<file path="src/logic/usbbe_pkg.sv">
// Shared constants, types and register map of the USB bulk endpoint engines.
package usbbe_pkg;
  // ==========================================================================
  // Register map, byte addresses on the AHB-Lite slave.
  localparam logic [7:0] ADDR_CFG = 8'h00;
  localparam logic [7:0] ADDR_CAP = 8'h04;
  localparam logic [7:0] ADDR_DLY = 8'h08;
  localparam logic [7:0] ADDR_STAT = 8'h0c;
  localparam logic [7:0] ADDR_BYTES = 8'h10;
  localparam int CFG_W = 4;
  localparam logic [3:0] CFG_RST = 4'h9;
  localparam logic [7:0] CAP_RST = 8'h00;

  // ==========================================================================
  // Timing: bulk-in delay is programmed in microseconds.
  localparam int CLK_PERIOD_NS = 100;
  localparam int DLY_UNIT_NS = 1000;
  localparam int DLY_UNIT_CYC = (DLY_UNIT_NS + CLK_PERIOD_NS - 1) / CLK_PERIOD_NS;
  localparam int DLY_DEF_US = 34;

  // ==========================================================================
  // Packet sizes, burst limit bounds and transmit FIFO thresholds.
  localparam logic [9:0] MPS_HS = 10'h200;
  localparam logic [9:0] MPS_FS = 10'h040;
  localparam logic [7:0] CAP_HS_MIN = 8'h04;
  localparam logic [7:0] CAP_FS_MIN = 8'h20;
  localparam logic [16:0] CAP_HS_SLACK = 17'h00004;
  localparam logic [15:0] FREE_ACK = 16'h0400;
  localparam logic [15:0] FREE_NYET = 16'h0200;

  // ==========================================================================
  // Types.
  typedef enum logic [1:0] {IN_NONE, IN_NAK, IN_DATA, IN_ZLP} usbbe_in_resp_t;
  typedef enum logic [2:0] {OUT_NONE, OUT_ACK, OUT_NYET, OUT_NAK, OUT_STALL} usbbe_out_resp_t;
  typedef enum logic {TX_IDLE, TX_WAIT} usbbe_tx_state_t;
  typedef struct packed {
    logic syncStall;
    logic emptyNak;
    logic capEn;
    logic multi;
  } usbbe_cfg_t;
  typedef struct packed {
    logic [15:0] headRem;
    logic [15:0] nextBytes;
  } usbbe_rxq_t;
  typedef struct packed {
    usbbe_in_resp_t resp;
    logic [9:0] len;
    logic frameEnd;
  } usbbe_in_pkt_t;
endpackage

</file>
<file path="src/logic/usbbe_bulk_out_receiver.sv">
// Bulk Out receiver: handshake choice, rewind of bad packets and sync stall.
`timescale 1ns/1ps
module usbbe_bulk_out_receiver
  import usbbe_pkg::*;
(
  // Clock and reset.
  input wire logic clk,
  input wire logic rst_b,
  // Packet and token events from the protocol engine.
  input wire logic outPktOk,
  input wire logic outPktErr,
  input wire logic pingToken,
  input wire logic stallClear,
  // FIFO controller status and configuration.
  input wire logic [15:0] txFree,
  input wire logic syncLost,
  input wire logic stallEnable,
  // Answers.
  output usbbe_out_resp_t outResp,
  output logic txRewind,
  output logic outStalled
);

  // ==========================================================================
  // Stall state; a loss of sync in the clearing cycle still stalls.
  always_ff @(posedge clk)
  begin
    if (!rst_b)
      outStalled <= 1'b0;
    else if (syncLost && stallEnable)
      outStalled <= 1'b1;
    else if (stallClear)
      outStalled <= 1'b0;
  end

  // Handshake per packet; a NAKed packet is rewound so nothing half lands.
  always_ff @(posedge clk)
  begin
    if (!rst_b)
    begin
      outResp <= OUT_NONE;
      txRewind <= 1'b0;
    end
    else
    begin
      outResp <= OUT_NONE;
      txRewind <= 1'b0;
      if (outPktErr)
        txRewind <= 1'b1;
      else if ((outPktOk || pingToken) && outStalled)
        outResp <= OUT_STALL;
      else if (outPktOk)
      begin
        if (txFree >= FREE_ACK)
          outResp <= OUT_ACK;
        else if (txFree >= FREE_NYET)
          outResp <= OUT_NYET;
        else
        begin
          outResp <= OUT_NAK;
          txRewind <= 1'b1;
        end
      end
      else if (pingToken)
        outResp <= (txFree >= FREE_NYET) ? OUT_ACK : OUT_NAK;
    end
  end
endmodule

</file>
<file path="src/logic/usbbe_top.sv">
// Bulk In transmitter, AHB-Lite register slave and the Bulk Out receiver.
`timescale 1ns/1ps
module usbbe_top
  import usbbe_pkg::*;
#(
  parameter int DLY_RST_US = DLY_DEF_US
)
(
  // Clock and reset.
  input wire logic clk,
  input wire logic rst_b,
  // AHB-Lite slave.
  input wire logic hsel,
  input wire logic [31:0] haddr,
  input wire logic [1:0] htrans,
  input wire logic hwrite,
  input wire logic [2:0] hsize,
  input wire logic [31:0] hwdata,
  input wire logic hready,
  output logic [31:0] hrdata,
  output logic hreadyout,
  output logic hresp,
  // Bulk In token side.
  input wire logic hsMode,
  input wire logic inToken,
  input wire logic inAck,
  input wire logic inNoAck,
  output usbbe_in_pkt_t inPkt,
  // Receive FIFO controller.
  input usbbe_rxq_t rxQueue,
  output logic rxRewind,
  output logic rxAdvance,
  output logic [9:0] rxAdvLen,
  // Bulk Out side.
  input wire logic outPktOk,
  input wire logic outPktErr,
  input wire logic pingToken,
  input wire logic stallClear,
  input wire logic [15:0] txFree,
  input wire logic syncLost,
  output usbbe_out_resp_t outResp,
  output logic txRewind,
  output logic outStalled
);

  usbbe_cfg_t cfg_r;
  logic [7:0] cap_r;
  logic [15:0] dlySet_r;
  logic wrPend_r;
  logic [7:0] wrAddr_r;
  usbbe_tx_state_t state_r;
  usbbe_in_pkt_t saved_r;
  usbbe_in_pkt_t pkt_nxt;
  logic [19:0] burst_r;
  logic [19:0] dlyCnt_r;
  logic zlpDue_r;
  logic midFrame_r;
  logic hadData_r;
  logic [9:0] maxPkt;
  logic [1:0] pad;
  logic [17:0] headPad;
  logic [17:0] streamAll;
  logic [17:0] streamLen;
  logic [9:0] pktLen;
  logic [16:0] capBytes;
  logic [16:0] capLow;
  logic capOn;
  logic capHit;
  logic dlyBusy;
  logic fullAvail;
  logic [19:0] dlyCyc;
  logic tokIdle;
  logic ackFull;

  // ==========================================================================
  // AHB-Lite slave. Zero wait states; a read issued right behind a write to
  // the same register sees the old value, the usual price of no stalling.
  always_ff @(posedge clk)
  begin
    if (!rst_b)
    begin
      wrPend_r <= 1'b0;
      wrAddr_r <= 8'h00;
      hrdata <= 32'h0000_0000;
      hreadyout <= 1'b0;
      hresp <= 1'b0;
    end
    else
    begin
      hreadyout <= 1'b1;
      hresp <= 1'b0;
      wrPend_r <= hsel && htrans[1] && hready && hwrite;
      wrAddr_r <= haddr[7:0];
      if (hsel && htrans[1] && hready && !hwrite)
      begin
        if (haddr[7:0] == ADDR_CFG)
          hrdata <= {28'h0000_000, cfg_r};
        else if (haddr[7:0] == ADDR_CAP)
          hrdata <= {24'h00_0000, cap_r};
        else if (haddr[7:0] == ADDR_DLY)
          hrdata <= {16'h0000, dlySet_r};
        else if (haddr[7:0] == ADDR_STAT)
          hrdata <= {27'h000_0000, capOn, outStalled, zlpDue_r, dlyBusy,
                     state_r == TX_WAIT};
        else if (haddr[7:0] == ADDR_BYTES)
          hrdata <= {12'h000, burst_r};
        else
          hrdata <= 32'h0000_0000;
      end
    end
  end
  // Register writes land in the data phase.
  always_ff @(posedge clk)
  begin
    if (!rst_b)
    begin
      cfg_r <= usbbe_cfg_t'(CFG_RST);
      cap_r <= CAP_RST;
      dlySet_r <= 16'(DLY_RST_US);
    end
    else if (wrPend_r)
    begin
      if (wrAddr_r == ADDR_CFG)
        cfg_r <= usbbe_cfg_t'(hwdata[CFG_W-1:0]);
      else if (wrAddr_r == ADDR_CAP)
        cap_r <= hwdata[7:0];
      else if (wrAddr_r == ADDR_DLY)
        dlySet_r <= hwdata[15:0];
    end
  end

  // ==========================================================================
  // Packet sizing from the FIFO controller's view of the queued frames.
  always_comb
  begin
    maxPkt = hsMode ? MPS_HS : MPS_FS;
    pad = (cfg_r.multi && rxQueue.nextBytes != 16'h0000)
        ? 2'(~rxQueue.headRem[1:0] + 2'h1) : 2'h0;
    headPad = 18'(rxQueue.headRem) + 18'(pad);
    streamAll = headPad + 18'(rxQueue.nextBytes);
    capOn = cfg_r.capEn && (hsMode ? (cap_r > CAP_HS_MIN) : (cap_r > CAP_FS_MIN));
    capBytes = hsMode ? {cap_r, 9'h000} : {3'h0, cap_r, 6'h00};
    capLow = hsMode ? capBytes - CAP_HS_SLACK : capBytes;
    capHit = capOn && !midFrame_r && ({3'h0, capLow} <= burst_r);
    if (!cfg_r.multi)
      streamLen = 18'(rxQueue.headRem);
    else if (capOn && (21'(burst_r) + 21'(streamAll)) > 21'(capBytes))
      streamLen = 18'(rxQueue.headRem);
    else
      streamLen = streamAll;
    pktLen = (streamLen >= 18'(maxPkt)) ? maxPkt : streamLen[9:0];
    fullAvail = pktLen == maxPkt;
    dlyBusy = dlyCnt_r != 20'h00000;
    dlyCyc = 20'(dlySet_r * DLY_UNIT_CYC);
    tokIdle = inToken && state_r == TX_IDLE;
  end
  // Answer to the token now at hand, in order of precedence.
  always_comb
  begin
    pkt_nxt.resp = IN_NAK;
    pkt_nxt.len = 10'h000;
    pkt_nxt.frameEnd = 1'b0;
    if (state_r == TX_WAIT)
      pkt_nxt = saved_r;
    else if (!cfg_r.multi && zlpDue_r)
      pkt_nxt.resp = IN_ZLP;
    else if (fullAvail && !capHit)
    begin
      pkt_nxt.resp = IN_DATA;
      pkt_nxt.len = pktLen;
    end
    else if (cfg_r.multi && dlyBusy)
      pkt_nxt.resp = IN_NAK;
    else if (capHit)
      pkt_nxt.resp = IN_ZLP;
    else if (pktLen != 10'h000)
    begin
      pkt_nxt.resp = IN_DATA;
      pkt_nxt.len = pktLen;
    end
    else if (zlpDue_r)
      pkt_nxt.resp = IN_ZLP;
    else
      pkt_nxt.resp = cfg_r.emptyNak ? IN_NAK : IN_ZLP;
    if (state_r == TX_IDLE && pkt_nxt.resp == IN_DATA)
      pkt_nxt.frameEnd = (18'(pkt_nxt.len) == streamLen)
                      || (cfg_r.multi && 18'(pkt_nxt.len) == headPad);
  end
  assign ackFull = state_r == TX_WAIT && inAck && saved_r.resp == IN_DATA
                && saved_r.len == maxPkt;

  // ==========================================================================
  // Transfer state: a sent packet is held until the host acknowledges it.
  always_ff @(posedge clk)
  begin
    if (!rst_b)
    begin
      state_r <= TX_IDLE;
      saved_r <= '{IN_NONE, 10'h000, 1'b0};
      inPkt <= '{IN_NONE, 10'h000, 1'b0};
    end
    else
    begin
      inPkt <= inToken ? pkt_nxt : usbbe_in_pkt_t'{IN_NONE, 10'h000, 1'b0};
      case (state_r)
        TX_IDLE:
          if (inToken && pkt_nxt.resp != IN_NAK)
          begin
            state_r <= TX_WAIT;
            saved_r <= pkt_nxt;
          end
        TX_WAIT:
          if (inAck)
            state_r <= TX_IDLE;
        default:
          state_r <= TX_IDLE;
      endcase
    end
  end
  // FIFO controller notifications after each handshake outcome.
  always_ff @(posedge clk)
  begin
    if (!rst_b)
    begin
      rxRewind <= 1'b0;
      rxAdvance <= 1'b0;
      rxAdvLen <= 10'h000;
    end
    else
    begin
      rxRewind <= state_r == TX_WAIT && inNoAck;
      rxAdvance <= state_r == TX_WAIT && inAck && saved_r.resp == IN_DATA;
      rxAdvLen <= (state_r == TX_WAIT && inAck) ? saved_r.len : 10'h000;
    end
  end
  // Burst bookkeeping, updated only on acknowledged packets.
  always_ff @(posedge clk)
  begin
    if (!rst_b)
    begin
      burst_r <= 20'h00000;
      zlpDue_r <= 1'b0;
      midFrame_r <= 1'b0;
    end
    else if (state_r == TX_WAIT && inAck)
    begin
      if (ackFull)
      begin
        burst_r <= (burst_r > 20'hffdff) ? 20'hfffff : burst_r + 20'(saved_r.len);
        zlpDue_r <= cfg_r.multi || saved_r.frameEnd;
        midFrame_r <= !saved_r.frameEnd;
      end
      else
      begin
        burst_r <= 20'h00000;
        zlpDue_r <= 1'b0;
        midFrame_r <= 1'b0;
      end
    end
  end

  // Delay timer; a zero setting loads zero, so it never runs.
  always_ff @(posedge clk)
  begin
    if (!rst_b)
    begin
      dlyCnt_r <= 20'h00000;
      hadData_r <= 1'b0;
    end
    else
    begin
      hadData_r <= streamAll != 18'h00000;
      if (cfg_r.multi && ackFull)
        dlyCnt_r <= dlyCyc;
      else if (cfg_r.multi && state_r == TX_IDLE && !hadData_r
               && streamAll != 18'h00000 && !fullAvail)
        dlyCnt_r <= dlyCyc;
      else if (dlyBusy)
        dlyCnt_r <= dlyCnt_r - 20'h00001;
    end
  end

  // ==========================================================================
  // Bulk Out receiver.
  usbbe_bulk_out_receiver u_out (
    .clk(clk),
    .rst_b(rst_b),
    .outPktOk(outPktOk),
    .outPktErr(outPktErr),
    .pingToken(pingToken),
    .stallClear(stallClear),
    .txFree(txFree),
    .syncLost(syncLost),
    .stallEnable(cfg_r.syncStall),
    .outResp(outResp),
    .txRewind(txRewind),
    .outStalled(outStalled)
  );
endmodule

</file>
<file path="config.mk">
export PLATFORM = sky130hd
export DESIGN_NAME = usbbe_top
export DESIGN_NICKNAME = d
export VERILOG_FILES = /design/src/logic/usbbe_pkg.sv /design/src/logic/usbbe_bulk_out_receiver.sv /design/src/logic/usbbe_top.sv
export SDC_FILE = /design/constraint.sdc
export NUM_CORES = 1
export LEC_CHECK = 0
export ABC_CLOCK_PERIOD_IN_PS = 13950
export BUFFER_PORTS_ARGS = -buffer_cell sky130_fd_sc_hd__buf_2
export CAP_MARGIN = 25
export CORE_ASPECT_RATIO = 1.4
export CORE_MARGIN = 2
export CORE_UTILIZATION = 50
export CTS_BUF_LIST = sky130_fd_sc_hd__clkbuf_2
export CTS_CLUSTER_DIAMETER = 40
export DETAILED_ROUTE_END_ITERATION = 10
export GPL_ROUTABILITY_DRIVEN = 0
export PLACE_DENSITY = 0.78
export SLEW_MARGIN = 20
export SYNTH_ARGS = -nofsm -noshare
export SYNTH_HDL_FRONTEND = slang
export SYNTH_SLANG_ARGS = --single-unit
</file>
<file path="constraint.sdc">
create_clock -name clk -period 13.95 [get_ports clk]
set_input_delay 3.4875 -clock clk [delete_from_list [all_inputs] [get_ports clk]]
set_output_delay 3.4875 -clock clk [all_outputs]
set_load 0.05 [all_outputs]
</file>
======== Word level (Yosys, flattened, before mapping) ========
Cells that the tools add are included.
word-level totals
  flip-flop bits (word level) ............. 157
  bits of input ports ..................... 131
  output and inout port bits .............. 64
  logic and storage cells ................. 168
cells by class
  $add $sub $neg .......................... 7
  $mul .................................... 1
  order comparisons ....................... 8
  equality and inequality tests ........... 13
  muxes and demuxes ....................... 51
  bitwise operators ....................... 5
  reductions and logical operators ........ 53
operators with widths
  cell                                                                  count
  20-bit two-way mux                                                    10
  10-bit two-way mux                                                    6
  18-bit two-way mux                                                    2
  17-bit two-way mux                                                    2
  1-bit logical AND                                                     26
  8-bit by 4-bit == test with 1-bit output, second input constant       3
  12-bit two-way mux                                                    2
  20-bit by 18-bit adder with 21-bit output                             1
  21-bit by 17-bit > comparator with 1-bit output                       1
  20-bit by 10-bit adder with 20-bit output                             1
  10-bit == test                                                        2
  20-bit > comparator, second input constant                            1
  17-bit by 20-bit less-or-equal comparator with 1-bit output           1
  20-bit nonzero test                                                   1
  20-bit by 1-bit subtractor with 20-bit output, second input constant  1
  16-bit by 3-bit multiplier with 19-bit output, second input constant  1
  17-bit by 16-bit adder with 18-bit output                             1
  10-bit by 18-bit == test with 1-bit output                            1
  18-bit by 10-bit >= comparator with 1-bit output                      1
  18-bit nonzero test                                                   1
  16-bit by 2-bit adder with 17-bit output                              1
  10-bit by 17-bit == test with 1-bit output                            1
  17-bit by 3-bit subtractor with 17-bit output, second input constant  1
  8-bit by 3-bit == test with 1-bit output, second input constant       2
  26 further kinds                                                      68

======== Longest topological paths before layout ========
  word-level depth ........................ 23
  depth in mapped cells ................... 48
  depth with buffers taken out ............ 45

======== Hierarchy ========
Synthesis repeated with hierarchy kept, for this count alone.
unflattened totals
  cell total of the unflattened synthesis .. 1536
  area total of the unflattened synthesis .. 11856.4 µm²
by module, submodules not included
  module                   instances  cells each  area each (µm²)  seq. area each (µm²)
  usbbe_top                1          1516        11632.4          2802.7
  usbbe_bulk_out_receiver  1          20          224.0            100.1

======== Least setup slack after synthesis ========
No wires, ideal clock.
  path kind ............................... input-to-reg
  start ................................... in rxQueue[11] in the netlist's numbering
  end ..................................... reg inPkt[0] in the netlist's numbering
  library setup time ...................... 0.070 ns
  arrival ................................. 12.568 ns
  required time ........................... 13.880 ns
  slack ................................... 1.312 ns
  stages on the path ...................... 45
  buffers on the path ..................... 2
  cell sequence ........................... nor4_1 nand4_1 nand2_1 nor2_1 a21o_1 ha_1 a22oi_1 or3_1 xor2_1 inv_1 ha_1 a2111oi_0 o21a_1 nor2_1 xor2_1 ha_1 and3_1 and3_1 [... 9 more ...] nor3_1 nand3_1 a2111oi_0 o2bb2ai_1 o31ai_4 buf_2 buf_2 mux2i_1 ha_1 or3b_2 a21oi_1 mux2i_1 o21bai_1 o31a_1 xnor2_1 nor4_1 a41oi_1 a21oi_1
on the way
  longest elaborated chain between the ends .. 23
  elaborated cells between the ends (all ways) .. 32
  those cells by class .................... add/sub: 3; order compare: 2; eq/ne: 4; mux: 15; reduce/logical: 8
ends and longest elaborated chain
  element                                          RTL line          source
  start: declaration                               usbbe_top.sv:30   input usbbe_rxq_t rxQueue,
  16-bit nonzero test                              usbbe_top.sv:137  pad = (cfg_r.multi && rxQueue.nextBytes != 16'h0000)
  1-bit logical AND                                usbbe_top.sv:137
  2-bit two-way mux                                usbbe_top.sv:138  ? 2'(~rxQueue.headRem[1:0] + 2'h1) : 2'h0;
  16-bit by 2-bit adder with 17-bit output         usbbe_top.sv:139  headPad = 18'(rxQueue.headRem) + 18'(pad);
  17-bit by 16-bit adder with 18-bit output        usbbe_top.sv:140  streamAll = headPad + 18'(rxQueue.nextBytes);
  20-bit by 18-bit adder with 21-bit output        usbbe_top.sv:147  else if (capOn && (21'(burst_r) + 21'(streamAll)) > 21'(capBytes))
  21-bit by 17-bit > comparator with 1-bit output  usbbe_top.sv:147
  1-bit logical AND                                usbbe_top.sv:147
  [... 7 more ...]                                 --
  10-bit two-way mux                               usbbe_top.sv:172  else if (cfg_r.multi && dlyBusy)
  12-bit two-way mux                               usbbe_top.sv:167  else if (fullAvail && !capHit)
  10-bit two-way mux                               usbbe_top.sv:165  else if (!cfg_r.multi && zlpDue_r)
  12-bit two-way mux                               usbbe_top.sv:163  if (state_r == TX_WAIT)
  10-bit by 17-bit == test with 1-bit output       usbbe_top.sv:187  || (cfg_r.multi && 18'(pkt_nxt.len) == headPad);
  1-bit logical AND                                usbbe_top.sv:187
  1-bit logical OR                                 usbbe_top.sv:187
  1-bit two-way mux (*)                            usbbe_top.sv:185  if (state_r == TX_IDLE && pkt_nxt.resp == IN_DATA)
  end signal: assignment                           usbbe_top.sv:200  inPkt <= '{IN_NONE, 10'h000, 1'b0};
  end signal: assignment                           usbbe_top.sv:204  inPkt <= inToken ? pkt_nxt : usbbe_in_pkt_t'{IN_NONE, 10'h000, 1'b0};
  end: declaration                                 usbbe_top.sv:28   output usbbe_in_pkt_t inPkt,
Every way passes the cells marked *; elsewhere a longest branch is shown, timed or not.
A chain may end at the register's enable or synchronous reset.

======== Worst setup path after layout ========
Ends and elaborated chain as after synthesis.

==> results.md <==
- For this design the total switching power over the nets is between 400 and 500 µW.
- TritonCTS built the clock tree.
- Counting every instance in the synthesized netlist gives about 1.5k.
- The total negative setup slack is 0 ns.
- The share of synthesized area occupied by flip-flops and latches is roughly a quarter.
- The design internal power is between 700 and 800 µW.
- The flow ran to the end, and the final reports show no timing, DRC or antenna violations.
- The initial cell density of the core is 50.7%.
- The maximum clock skew at final layout is between 0.03 and 0.04 ns.
- Setup repair after global routing left no endpoint under its margin.
- The number of cells on the worst reg-to-reg path is 41.
- In this run the static leakage power is about 0.0058 µW.
- For the pin with the worst max-slew slack, the measured transition is slightly above 1 ns.
- The growth of design area from synthesis to finish is 10.6%.
- The number of maximum-capacitance violations is 0.
- The final-report setup violation count is 0.
- The synthesized netlist devotes 12.4% of its cell area to adder and majority cells.
- The combinational cell fraction of total power is between 30% and 40%.
- The share of synthesized flip-flops with an asynchronous set or reset is 0%.
- The critical path ends at inPkt[0].
- The critical path data required time is 14.68 ns.
- Setup slack on the worst reg-to-reg path comes out at 3.54 ns.
- The total CTS buffers is 17.
- The first element of the critical path is rxQueue[11].
- The leading cell type by number of instances after synthesis is nor2_1.
- The hold buffer count at cts is 0.
- Counting the fill cells in the layout gives between 2k and 2.5k.
- The clock network power share is 22.5%.
- The min-delay analysis places its worst path in the category reg2reg.
- The max-slew violation count is 0.
- By count the netlist is led by nor2_1, dfxtp_1, nand2_1, ha_1, a21oi_1.
- The clock-pin slew of the registers on the worst-case setup and hold paths is between 0.2 and 0.25 ns.
- The initial antenna violation count is 2.
- The post-layout instance count excluding filler cells is between 1.5k and 2k.
- The worst setup path is captured at a register.
- The arrival time at the worst endpoint is 13.83 ns.
- Entering global routing, the biggest net connects 64 pins.
- The largest family of logic cells by synthesized area is simple AND/OR/NAND/NOR gates.
- The sequential cells in the finished layout cover a total of just under 0.003 mm².
- The met3 track demand over resource in global routing is 4.26%.
- The average instance in the mapped netlist occupies a little under 8 µm².
- The worst setup path is launched from a primary input.
- The first routing iteration left between 900 and 1k violations.
- The number of setup buffers added after CTS is 0.
- The standard cell with the maximum stage delay on the critical path is a222oi_1.
- Clock tree synthesis found a total of 145 sinks.
- After detailed placement, the design holds a cell count of between 1.5k and 2k.
- The power density over cell area is around 94 mW/mm².
- The met2 layer usage reported by global route is between 40% and 50%.
- The mux contribution to synthesized area is between 7 and 8%.
- The endpoint of the lowest-slack register-to-register path is inPkt[0].
- Of the total power, registers draw between 30% and 40%.
- The number of core rows is 65.
- In this run the remaining antenna-violating nets after routing total 0.
- The count of vias placed by the detailed router is around 11k.
- The aggregate global routing overflow is 0.
- Along the worst path, the maximum fanout reaches 5.
- The layout net count is 1,810.
- dfxtp_1 takes more of the synthesized area than any other cell.
- The post-detailed-route DRC marker count is 0.
- The layer carrying the most global-route usage is met2.
- The layout cell share with drive strength beyond 1 is 14.2%.
- Summing the areas of all xor and xnor instances in the mapped netlist gives slightly above 6% of the synthesized area.
- The placed wire-length estimate after detailed placement is between 20 and 30 mm.
- The count of flip-flops with a built-in enable after synthesis is 0.
- The mapped netlist covers 0.0114 mm².
- The die span in y is ~180 µm.
- Measured against its own limit, the worst slew margin works out to a little under a third.
- The maximum vdd ir drop is between 90 and 100 µV.
- By startpoint and endpoint, the worst setup path is classified as in2reg.
- Summing the areas of all compound-gate instances in the mapped netlist gives a little over 20% of the synthesized area.
- The leading register cell type out of synthesis is dfxtp_1.
- Net switching is ~39% of the power.
- The launching point of the worst reg2reg path is cfg_r[0].
- At the later pin of the worst-skew pair, clock insertion delay measures about 0.81 ns.
- Synthesis inferred 145 register bits.
- The first detailed-routing pass took 8 iterations.
- The final number of hold-violating endpoints is 0.
- The mean routed wirelength per cell is 17.5 µm.
- The average via count per standard cell is 6.06.
- The number of H-tree levels is 4.
- The routed design could run at a clock period as short as roughly 13 ns.
- CTS placed an instance of clkbuf_2 at the clock tree root.
- Summing the areas of all and, or, nand and nor instances in the mapped netlist gives 23.1% of the synthesized area.
- Of the available clock period, the critical path in the final layout requires 93.9%.
- The cell type with the highest occurrence count on the critical path is ha_1.
- Post-CTS repair changed the size of 0 cells.
- The detailed-route wire length is approximately 33 mm.
- The maximum number of buffers from clock root to sink is 2.
- During placement, the flow inserted port buffers numbering around 130.
- Summing all multi-input logic gate instances after layout gives around 0.008 mm².
- The die covers ~0.024 mm².
- Global routing consumed, on the met1 layer, 30.3% of the routing resources.
- The wire length of the first global-routing pass is 53.5 mm.
- In the post-synthesis netlist, the biggest area contributors are dfxtp_1, ha_1, mux2i_1.
- Measured along the x axis, the die boundary spans around 130 µm.
- The top cell type by area accounts for roughly 25% of the synthesized area.
- The core region is 0.0225 mm².
- The total routing usage reported by global routing is around 27%.
- The count of synthesis-stage warnings from yosys is 0.
- The maximum clock frequency is roughly 0.076 GHz.
- The number of global-route vias before repair is 11.1k.
- After synthesis, the netlist uses 84 different library cells.
- The delay contributed by the slowest stage of the critical path is 0.47 ns.
- During I/O placement, the number of pins put on the boundary was about 200.
## per-stage QoR
stage / util, % / power [µW] / area, µm² / setup WS, ns / hold WS [ns]
final: 56.1 / 1190 / 12600 / 0.849 / 0.476
after global routing: 56.1 / 1270 / 12600 / 0.192 / 0.497
after CTS: 56.1 / 1190 / 12600 / 1.03 / 0.476
after detailed placement: 54.9 / 921 / 12400 / 0.188 / 0.444
after global placement: 54.9 / 905 / 12400 / 0.385 / 0.443
after floorplan: - / 809 / 11500 / 1.31 / 0.426
## registers in the layout, summed over array words and instances (netlist names), 3 cells and up
signal	flops
burst_r	20
cap_r	8
cfg_r	4
dlyCnt_r	20
dlySet_r	16
hrdata	20
inPkt	13
rxAdvLen	10
saved_r	13
u_out.outResp	3
wrAddr_r	8
## cells in the final DEF, fill, tap and decap left out, types with 25 or more instances in the layout
master	n
nor2_1	188
dfxtp_1	145
buf_2	128
nand2_1	113
ha_1	107
a21oi_1	99
o21ai_0	89
mux2i_1	72
inv_1	60
xnor2_1	46
nor3_1	44
nand3_1	34
xor2_1	33
and2_1	27
a21o_1	25
buf_4	25
## worst max-delay path: cells and delay by family
kind                       cells  cell delay, ns
AOI/OAI and AO/OA             17            4.18
adders and majority gates      5            1.51
buffers and inverters          4            0.45
and+or+nand+nor               14            2.51
xor gates and xnor gates       3            0.67
muxes                          3            1.00
## layout make-up
class	count	area share [%]
diodes	1	0.0198
clock buffers	17	0.673
clock inverters	15	1.45
inverters	63	1.87
multi-input cells	1186	63.2
flip-flops and latches	145	23.0
well taps	301	2.98
repair buffers	155	6.87
## worst min-delay path by stage
stage / startpoint / cells past startpoint / endpoint
6_report: hrdata[16] / 2 / hrdata[16]
3_3_place_gp: hrdata[18] / 2 / hrdata[18]
4_1_cts: hrdata[19] / 2 / hrdata[19]
5_1_grt: hrdata[18] / 2 / hrdata[18]
2_1_floorplan: midFrame_r / 2 / midFrame_r
3_5_place_dp: hrdata[19] / 2 / hrdata[19]
## per-layer routing
metal  up-vias  wire length, µm  part of all wire (%)
li1       5486                -                     -
met1      5375            13000                    39
met2       458            16600                    50
met3        99             1860                   5.6
met4         2             1450                   4.4
met5         -               10                 0.030
## power by group through the flow
stage          Clock [µW]  Sequential [µW]  Combinational (µW)
4_1_cts               272              466                 449
6_report              268              466                 456
3_3_place_gp            0              473                 433
5_1_grt               291              470                 505
2_1_floorplan           0              478                 331
3_5_place_dp            0              474                 447
## kinds of logic (layout without fill, tap and decap cells)
group	count (synthesis)	after routing
compound gates	363	363
xor+xnor	79	79
fa+ha+maj	111	111
buf+inv	138	250
flops	145	145
mux	82	82
other cells	1	14
simple gates	538	538
No activity file was read; power rests on OpenSTA's default activity.
